`src/common/lcr_consts.vh`:
```
// Constants for the LED command port and RGB dimmer
`ifndef LCR_CONSTS_VH
`define LCR_CONSTS_VH

`define LCR_ADDR_W 8
`define LCR_OFS_CMD 8'h00
`define LCR_OFS_SHIFT 8'h04
`define LCR_OFS_STATUS 8'h08
`define LCR_OFS_CTRL 8'h0c

`define LCR_CMD_W 16
`define LCR_CMD_RESET 16'h0000
`define LCR_MAIN_HI 15
`define LCR_MAIN_LO 14
`define LCR_SUB_HI 13
`define LCR_SUB_LO 12
`define LCR_BLUE_HI 11
`define LCR_BLUE_LO 8
`define LCR_GREEN_HI 7
`define LCR_GREEN_LO 4
`define LCR_RED_HI 3
`define LCR_RED_LO 0

`define LCR_CTRL_W 2
`define LCR_CTRL_RESET 2'h1
`define LCR_CTRL_RGB_EN 0
`define LCR_CTRL_FORCE_BOOST 1

`define LCR_LVL_OFF 2'h0
`define LCR_LVL_QUARTER 2'h1
`define LCR_LVL_HALF 2'h2
`define LCR_LVL_FULL 2'h3
`define LCR_PCT_0 7'h00
`define LCR_PCT_25 7'h19
`define LCR_PCT_50 7'h32
`define LCR_PCT_100 7'h64

`define LCR_PWM_PERIOD 240
`define LCR_PWM_CNT_W 8
`define LCR_PWM_LAST 8'hef
`define LCR_DUTY_W 4
`define LCR_DUTY_STEP_SHIFT 4

`define LCR_HTRANS_NONSEQ 2'h2
`define LCR_HTRANS_SEQ 2'h3
`define LCR_WHITE_SINKS 6

`endif

```
`src/hw/lcr_dimmer.v`:
```
// LED command port, white dimming, pump mode select and RGB PWM
// Behaviour
// - Dropout on any lit one of the six white sinks (level on, not near the pump) moves the pump from direct mode to 2:3 boost.
// - An open or grounded white sink reports dropout and so forces boost.
// - A white sink near the pump output has its LED current off, test current on while its level is on, no dropout.
// - Colour sinks never take part in pump mode selection.
// - Each colour channel has its own duty from 0/15 to 15/15 in steps of 1/15.
// - Each 4-bit colour code, MSB first, is an unsigned n giving n fifteenths.
// - The shift register is copied to the command register on the strobe falling edge.
// - New command settings drive the outputs at once, with no further handshake.
// - Data are sampled on each rising serial clock, MSB first, with no minimum rate.
// - Bits 15-14 main level, 13-12 sub level, 11-8 blue, 7-4 green, 3-0 red.
// - White level codes 00, 01, 10, 11 select 0, 25, 50 and 100 percent.
// - The colour PWM period spans 240 pump oscillator cycles.
//
// The register offsets and the AHB-Lite register port were chosen for this implementation.
`timescale 1ns/100ps
`include "lcr_consts.vh"

module lcr_dimmer #(
    parameter CMD_W = `LCR_CMD_W,
    parameter SINKS = `LCR_WHITE_SINKS
) (
    input wire hclk,
    input wire hresetn,
    input wire hsel,
    input wire [31:0] haddr,
    input wire [1:0] htrans,
    input wire hwrite,
    input wire [2:0] hsize,
    input wire [31:0] hwdata,
    input wire hready,
    output reg [31:0] hrdata,
    output reg hreadyout,
    output reg hresp,
    input wire serial_data,
    input wire serial_clock,
    input wire load_strobe_n,
    input wire pump_osc,
    input wire [3:0] primary_led_sinks,
    input wire secondary_led_sink_a,
    input wire secondary_led_sink_b,
    input wire [5:0] sink_near_pump,
    output reg [6:0] main_level_pct_r,
    output reg [6:0] sub_level_pct_r,
    output reg [5:0] sink_current_en_r,
    output reg [5:0] sink_test_current_r,
    output reg pump_enable_r,
    output reg boost_mode_r,
    output reg red_pwm_r,
    output reg green_pwm_r,
    output reg blue_pwm_r
);
    // Level code to percent of full scale, used for main and sub
    function [6:0] level_pct;
        input [1:0] code;
        begin
            case (code)
                `LCR_LVL_QUARTER: level_pct = `LCR_PCT_25;
                `LCR_LVL_HALF: level_pct = `LCR_PCT_50;
                `LCR_LVL_FULL: level_pct = `LCR_PCT_100;
                default: level_pct = `LCR_PCT_0;
            endcase
        end
    endfunction

    // Exact match of the low address byte against a register offset
    function is_reg;
        input [`LCR_ADDR_W-1:0] addr;
        input [`LCR_ADDR_W-1:0] ofs;
        begin
            is_reg = (addr == ofs);
        end
    endfunction

    // Pin synchronisers; a third stage only for edge detection
    reg [2:0] sclk_s;
    reg [1:0] sdat_s;
    reg [2:0] ld_s;
    reg [2:0] osc_s;
    reg [SINKS-1:0] drop_s1;
    reg [SINKS-1:0] drop_s2;
    reg [SINKS-1:0] near_s1;
    reg [SINKS-1:0] near_s2;

    reg [CMD_W-1:0] shift_r;
    reg [CMD_W-1:0] cmd_r;
    reg [4:0] bit_cnt_r;
    reg [`LCR_PWM_CNT_W-1:0] phase_r;
    reg [`LCR_CTRL_W-1:0] ctrl_r;

    reg dp_write_r;
    reg [`LCR_ADDR_W-1:0] dp_addr_r;

    // Count saturates at a full command, so it never wraps
    localparam [4:0] BITS_FULL = CMD_W;

    wire sclk_rise;
    wire ld_fall;
    wire osc_rise;
    wire [SINKS-1:0] sink_drop_raw;
    wire [SINKS-1:0] sink_drop_eff;
    wire [SINKS-1:0] sink_on;
    wire main_on;
    wire sub_on;
    wire rgb_on;
    wire addr_phase;
    wire red_w;
    wire green_w;
    wire blue_w;
    reg [31:0] rd_mux;

    assign sink_drop_raw = {secondary_led_sink_b, secondary_led_sink_a, primary_led_sinks};

    always @(posedge hclk or negedge hresetn)
    begin
        if (!hresetn)
        begin
            sclk_s <= 3'h7;
            sdat_s <= 2'h0;
            ld_s <= 3'h7;
            osc_s <= 3'h0;
            drop_s1 <= {SINKS{1'b0}};
            drop_s2 <= {SINKS{1'b0}};
            near_s1 <= {SINKS{1'b0}};
            near_s2 <= {SINKS{1'b0}};
        end
        else
        begin
            sclk_s <= {sclk_s[1:0], serial_clock};
            sdat_s <= {sdat_s[0], serial_data};
            ld_s <= {ld_s[1:0], load_strobe_n};
            osc_s <= {osc_s[1:0], pump_osc};
            drop_s1 <= sink_drop_raw;
            drop_s2 <= drop_s1;
            near_s1 <= sink_near_pump;
            near_s2 <= near_s1;
        end
    end

    // Clock idles high, so only rising edges after the first fall shift data
    assign sclk_rise = sclk_s[1] & ~sclk_s[2];
    assign ld_fall = ~ld_s[1] & ld_s[2];
    assign osc_rise = osc_s[1] & ~osc_s[2];

    // Serial shift and command latch
    always @(posedge hclk or negedge hresetn)
    begin
        if (!hresetn)
        begin
            shift_r <= `LCR_CMD_RESET;
            cmd_r <= `LCR_CMD_RESET;
            bit_cnt_r <= 5'h00;
        end
        else
        begin
            if (sclk_rise)
            begin
                shift_r <= {shift_r[CMD_W-2:0], sdat_s[1]};
                if (bit_cnt_r != BITS_FULL)
                    bit_cnt_r <= bit_cnt_r + 5'h01;
            end
            if (ld_fall)
            begin
                cmd_r <= shift_r;
                bit_cnt_r <= 5'h00;
            end
        end
    end

    assign main_on = (cmd_r[`LCR_MAIN_HI:`LCR_MAIN_LO] != `LCR_LVL_OFF);
    assign sub_on = (cmd_r[`LCR_SUB_HI:`LCR_SUB_LO] != `LCR_LVL_OFF);
    assign rgb_on = (cmd_r[`LCR_BLUE_HI:`LCR_RED_LO] != 12'h000);
    assign sink_on = {sub_on, sub_on, main_on, main_on, main_on, main_on};

    assign sink_drop_eff = drop_s2 & ~near_s2 & sink_on;

    always @(posedge hclk or negedge hresetn)
    begin
        if (!hresetn)
            phase_r <= {`LCR_PWM_CNT_W{1'b0}};
        else if (osc_rise)
            phase_r <= (phase_r == `LCR_PWM_LAST) ? {`LCR_PWM_CNT_W{1'b0}} :
                phase_r + 8'h01;
    end

    lcr_pwm_chan u_red (
        .hclk(hclk),
        .hresetn(hresetn),
        .enable(ctrl_r[`LCR_CTRL_RGB_EN]),
        .phase(phase_r),
        .duty(cmd_r[`LCR_RED_HI:`LCR_RED_LO]),
        .pwm_out_r(red_w)
    );

    lcr_pwm_chan u_green (
        .hclk(hclk),
        .hresetn(hresetn),
        .enable(ctrl_r[`LCR_CTRL_RGB_EN]),
        .phase(phase_r),
        .duty(cmd_r[`LCR_GREEN_HI:`LCR_GREEN_LO]),
        .pwm_out_r(green_w)
    );

    lcr_pwm_chan u_blue (
        .hclk(hclk),
        .hresetn(hresetn),
        .enable(ctrl_r[`LCR_CTRL_RGB_EN]),
        .phase(phase_r),
        .duty(cmd_r[`LCR_BLUE_HI:`LCR_BLUE_LO]),
        .pwm_out_r(blue_w)
    );

    // Output stage; one cycle after the command latch, two for the colour PWM outputs
    always @(posedge hclk or negedge hresetn)
    begin
        if (!hresetn)
        begin
            main_level_pct_r <= `LCR_PCT_0;
            sub_level_pct_r <= `LCR_PCT_0;
            sink_current_en_r <= {SINKS{1'b0}};
            sink_test_current_r <= {SINKS{1'b0}};
            pump_enable_r <= 1'b0;
            boost_mode_r <= 1'b0;
            red_pwm_r <= 1'b0;
            green_pwm_r <= 1'b0;
            blue_pwm_r <= 1'b0;
        end
        else
        begin
            main_level_pct_r <= level_pct(cmd_r[`LCR_MAIN_HI:`LCR_MAIN_LO]);
            sub_level_pct_r <= level_pct(cmd_r[`LCR_SUB_HI:`LCR_SUB_LO]);
            sink_current_en_r <= sink_on & ~near_s2;
            sink_test_current_r <= sink_on & near_s2;
            pump_enable_r <= main_on | sub_on | rgb_on;
            boost_mode_r <= (main_on | sub_on | rgb_on) &
                ((|sink_drop_eff) | ctrl_r[`LCR_CTRL_FORCE_BOOST]);
            red_pwm_r <= red_w;
            green_pwm_r <= green_w;
            blue_pwm_r <= blue_w;
        end
    end

    // AHB-Lite slave, zero wait states, always OKAY
    assign addr_phase = hsel & hready & (htrans == `LCR_HTRANS_NONSEQ ||
        htrans == `LCR_HTRANS_SEQ);

    always @*
    begin
        rd_mux = 32'h0000_0000;
        if (is_reg(haddr[`LCR_ADDR_W-1:0], `LCR_OFS_CMD))
            rd_mux = {16'h0000, cmd_r};
        else if (is_reg(haddr[`LCR_ADDR_W-1:0], `LCR_OFS_SHIFT))
            rd_mux = {16'h0000, shift_r};
        else if (is_reg(haddr[`LCR_ADDR_W-1:0], `LCR_OFS_STATUS))
            rd_mux = {17'h0_0000, bit_cnt_r, sink_drop_eff, pump_enable_r, boost_mode_r,
                ld_s[1], 1'b0};
        else if (is_reg(haddr[`LCR_ADDR_W-1:0], `LCR_OFS_CTRL))
            rd_mux = {30'h0000_0000, ctrl_r};
    end

    always @(posedge hclk or negedge hresetn)
    begin
        if (!hresetn)
        begin
            hrdata <= 32'h0000_0000;
            hreadyout <= 1'b1;
            hresp <= 1'b0;
            dp_write_r <= 1'b0;
            dp_addr_r <= {`LCR_ADDR_W{1'b0}};
            ctrl_r <= `LCR_CTRL_RESET;
        end
        else
        begin
            hreadyout <= 1'b1;
            hresp <= 1'b0;
            // Read data registered in the address phase so it stands in the data phase
            if (addr_phase && !hwrite)
                hrdata <= rd_mux;
            dp_write_r <= addr_phase & hwrite;
            if (addr_phase)
                dp_addr_r <= haddr[`LCR_ADDR_W-1:0];
            if (dp_write_r && is_reg(dp_addr_r, `LCR_OFS_CTRL))
                ctrl_r <= hwdata[`LCR_CTRL_W-1:0];
        end
    end
endmodule // lcr_dimmer

```
`src/hw/lcr_pwm_chan.v`:
```
// One colour channel duty-cycle comparator
`timescale 1ns/100ps
`include "lcr_consts.vh"

module lcr_pwm_chan #(
    parameter CNT_W = `LCR_PWM_CNT_W,
    parameter DUTY_W = `LCR_DUTY_W
) (
    input wire hclk,
    input wire hresetn,
    input wire enable,
    input wire [CNT_W-1:0] phase,
    input wire [DUTY_W-1:0] duty,
    output reg pwm_out_r
);
    wire [CNT_W-1:0] thresh;

    assign thresh = {duty, {(CNT_W-DUTY_W){1'b0}}};

    always @(posedge hclk or negedge hresetn)
    begin
        if (!hresetn)
            pwm_out_r <= 1'b0;
        else
            pwm_out_r <= enable & (phase < thresh);
    end
endmodule // lcr_pwm_chan

```
`config.mk`:
```
export PLATFORM = sky130hd
export DESIGN_NAME = lcr_dimmer
export DESIGN_NICKNAME = d
export VERILOG_FILES = /design/src/hw/lcr_dimmer.v /design/src/hw/lcr_pwm_chan.v
export VERILOG_INCLUDE_DIRS = /design/src /design/src/common
export SDC_FILE = /design/constraint.sdc
export NUM_CORES = 1
export LEC_CHECK = 0
export ABC_AREA = 0
export ABC_CLOCK_PERIOD_IN_PS = 1800
export BUFFER_PORTS_ARGS = -buffer_cell sky130_fd_sc_hd__buf_2
export CAP_MARGIN = 20
export CORE_UTILIZATION = 54
export CTS_BUF_LIST = sky130_fd_sc_hd__clkbuf_4
export DETAILED_ROUTE_END_ITERATION = 16
export PLACE_DENSITY = 0.82
export SYNTH_ARGS = -nofsm -noshare
export SYNTH_HDL_FRONTEND = slang
export SYNTH_HIERARCHICAL = 1
export SYNTH_SLANG_ARGS = --single-unit
export TNS_END_PERCENT = 1
```
`constraint.sdc`:
```
create_clock -name hclk -period 1.8 [get_ports hclk]
set_input_delay 0.18 -clock hclk [delete_from_list [all_inputs] [get_ports hclk]]
set_output_delay 0.18 -clock hclk [all_outputs]
set_load 0.03 [all_outputs]
```
==> summary.txt <==
Worst setup path
  – WP data arrival: about 2.2 ns
  – Worst Path Max Fanout: 6
  – R2R Setup Slk: about 0.073 ns
  – Worst reg-to-reg path cell count: 6
  – Crit-path cells: inv_1 > ha_2 > or3b_2 > nand2_1 > nand4_1 > a21oi_2
  – CP top delay family: simple AND/OR/NAND/NOR gates
  – CP startpoint kind: register
  – Worst flop-to-flop path startpoint: cmd_r[15]
  – CP required: 2.27 ns
  – Setup crit end kind: register
  – R2R Path End: hrdata[7]
  – Critical path depth: 6
  – Critical Path Slowest Stage Cell: or3b_2
  – Delay of the slowest critical-path stage: 0.50 ns
  – CP Buf/Inv Count: 1
  – Setup CP Type: register to register

Route
  – DR top layer: met4
  – Drt total wl: 12130 um
  – Avg WL per Cell: between 15 and 20 um
  – Vias per cell: 5.265
  – Met2 wire length: between 6000 and 7000 um
  – Antenna Nets Post-Route: 0
  – Pre-antenna DRT Iters: 7
  – Post-Route M1 WL: 5010 um
  – Vias: roughly 4000
  – 1st-iter DRT viols: 253
  – DRC Markers: 0
  – Met3 WL: 641 um

STA
  – Pins Over Slew Limit: 0
  – Fin crit period: 1.727 ns
  – Unrepaired setup endpoints after global routing: false
  – Period Utilization, post-route: 95.93%
  – Max Clock Skew: roughly 0.016 ns
  – Final Hold Violating Endpoints: 0
  – Hold Slack: 0.08577 ns
  – Rel. slew slack: 57.20%
  – Total negative setup slack: 0 ns
  – Setup slack after layout: ~0.073 ns
  – Setup-failing EPs final: 0
  – Max Clk Rate: 0.5791 GHz
  – Slew @ Worst Pin: between 0.6 and 0.7 ns

Place
  – Dpl cell area: ~6100 um2
  – Dpl ws: ~0.085 ns
  – Post-DP HPWL: 8245 um
  – Port bufs: 78
  – Placed cells: 700
  – Placer Congestion: 0.8404

Logic synthesis
  – Mapped Avg Cell Area: 11.29 um2
  – Top post-synthesis cells by area: dfrtp_1, ha_1, nand2_1, o21ai_0, dfstp_2
  – Post-synthesis cell type count: 44
  – Top_reg_cell synth: dfrtp_1
  – Synth top area share: around three fifths
  – Post-synth EDFFs: 0
  – Synth Register Bits: 137
  – Post-Syn Instances: slightly below 500
  – Sequential area share after synthesis: 61.39%
  – Synth warnings: 6
  – Cell accounting for the most synthesized area: dfrtp_1
  – Synthesized area: 5599 um2
  – Asr flop ratio synth: 100.0%

Worst hold path
  – Hold path start: haddr[2]
  – Hold Crit Depth: 2
  – Hold path endpoint: dp_addr_r[2]
  – Hold Crit Class: primary input to register

Finish
  – Commonest cells after routing, fill and taps aside: dfrtp_1, buf_2, nand2_1, o21ai_0, inv_1
  – Share of layout cells above drive strength 1: 26.27%
  – Area Growth Syn to Fin: 19.51%
  – Most common cell after layout, fill and taps aside: dfrtp_1
  – Post-route cell area: 6691 um2
  – Post-route insts no fill: between 700 and 800
  – Fin util: 67.53%
  – Diodes inserted: 0
  – # fillers: ~700
  – Final Net Count: 725

Clock network
  – H-tree depth: 4
  – Worst-Skew Late Latency: 0.54 ns
  – Clock buffer depth: 2
  – CTS clock-pin slew for the worst setup and hold paths: 0.13 ns
  – CTS tree: yes
  – Num CTS Buffers: 17
  – Clock Sinks: 137
  – Root cell of the clock tree: clkbuf_4

Power and ir drop
  – Pwr dens: about 1100 nW/um2
  – Peak VDD IR: between 0.0009 and 0.001 V
  – Pleak: around 3.3 nW
  – Total Power: 7.320 mW

Outcome
  – Status: complete, no violations

GRT
  – Total track usage: between 20% and 30%
  – Number of global-route vias before repair: 4062
  – Global route overflow: 0
  – Initial antenna violation count: 0
  – Pin count of the biggest net entering global routing: 55
  – First-pass GRT wire length: ~20000 um

Die
  – Starting Density: 56.50%
  – FP Rows: 36
  – IO Pins: 155
  – Die area: 10780 um2
  – Die span in x: between 100 and 150 um
  – Die Ht: 103.8 um
  – Core Region: slightly below 10000 um2

Job
  – Total of max-cap violations: 0
logic make-up (layout without fill, tap and decap cells):
group | count (synthesis) | count (layout) | share of synthesized area (%)
mux | 18 | 18 | 3.799
flops | 137 | 137 | 61.39
simple gates | 154 | 154 | 14.03
xor+xnor | 10 | 10 | 1.564
fa+ha+maj | 20 | 20 | 4.469
buf+inv | 76 | 192 | 6.793
compound gates | 79 | 79 | 7.821
other cells | 2 | 18 | 0.1341
synthesized netlist by cell type (9+ instances only):
cell and count:
a21oi_1 21, buf_4 22, clkbuf_1 14, dfrtp_1 130
ha_1 20, inv_1 35, mux2_2 16, nand2_1 54
nand3_1 13, nor2_1 29, nor2b_1 16, o21ai_0 40
o22ai_1 9
metal layers:
metal  track usage (%)  up-vias
li1                  -     1856
met1             29.62     1974
met2             38.95      149
met3             6.042       28
met4             11.84        0
met5                 0        -
worst max-delay path by stage:
stage	to	slack (ns)	startpoint
final	hrdata[7]	0.07	cmd_r[15]
after floorplan	hrdata[4]	0.19	cmd_r[14]
after global routing	hrdata[7]	0.001	cmd_r[15]
after CTS	hrdata[7]	0.03	cmd_r[15]
after detailed placement	hrdata[7]	0.08	cmd_r[15]
after global placement	hrdata[7]	0.14	cmd_r[15]
where the power goes:
group	total [mW]	leakage [nW]	switching [mW]	internal (mW)
logic	1.57	1.42	0.967	0.603
registers	3.93	1.74	0.372	3.56
clock network	1.82	0.125	1.23	0.588
total	7.32	3.28	2.57	4.75
area by class of cell:
| type | instances | area [um2] | area share [%] |
|---|---|---|---|
| Inverter | 35 | 131.4 | 1.963 |
| Sequential cell | 137 | 3437 | 51.37 |
| Multi-Input combinational cell | 299 | 1851 | 27.66 |
| Timing Repair Buffer | 125 | 850.8 | 12.72 |
| Tap cell | 133 | 166.4 | 2.487 |
| Clock buffer | 17 | 127.6 | 1.907 |
| Clock inverter | 15 | 127.6 | 1.907 |
registers in the layout (all words and copies together), names as in the netlist, 3 cells and up:
signal               count
cmd_r                   16
hrdata                  16
shift_r                 16
dp_addr_r                8
phase_r                  8
drop_s1                  6
drop_s2                  6
near_s1                  6
near_s2                  6
sink_current_en_r        6
sink_test_current_r      6
bit_cnt_r                5
main_level_pct_r         5
sub_level_pct_r          5
ld_s                     3
osc_s                    3
sclk_s                   3
timing repair:
action / CTS / global route
resized for setup: 0 / 3
endpoints found under the hold margin: 90 / 0
buffers inserted: 0 / 2
endpoints found under the setup margin: 0 / 4
hold buffers: 27 / 0
No activity file was read; power rests on OpenSTA's default activity.
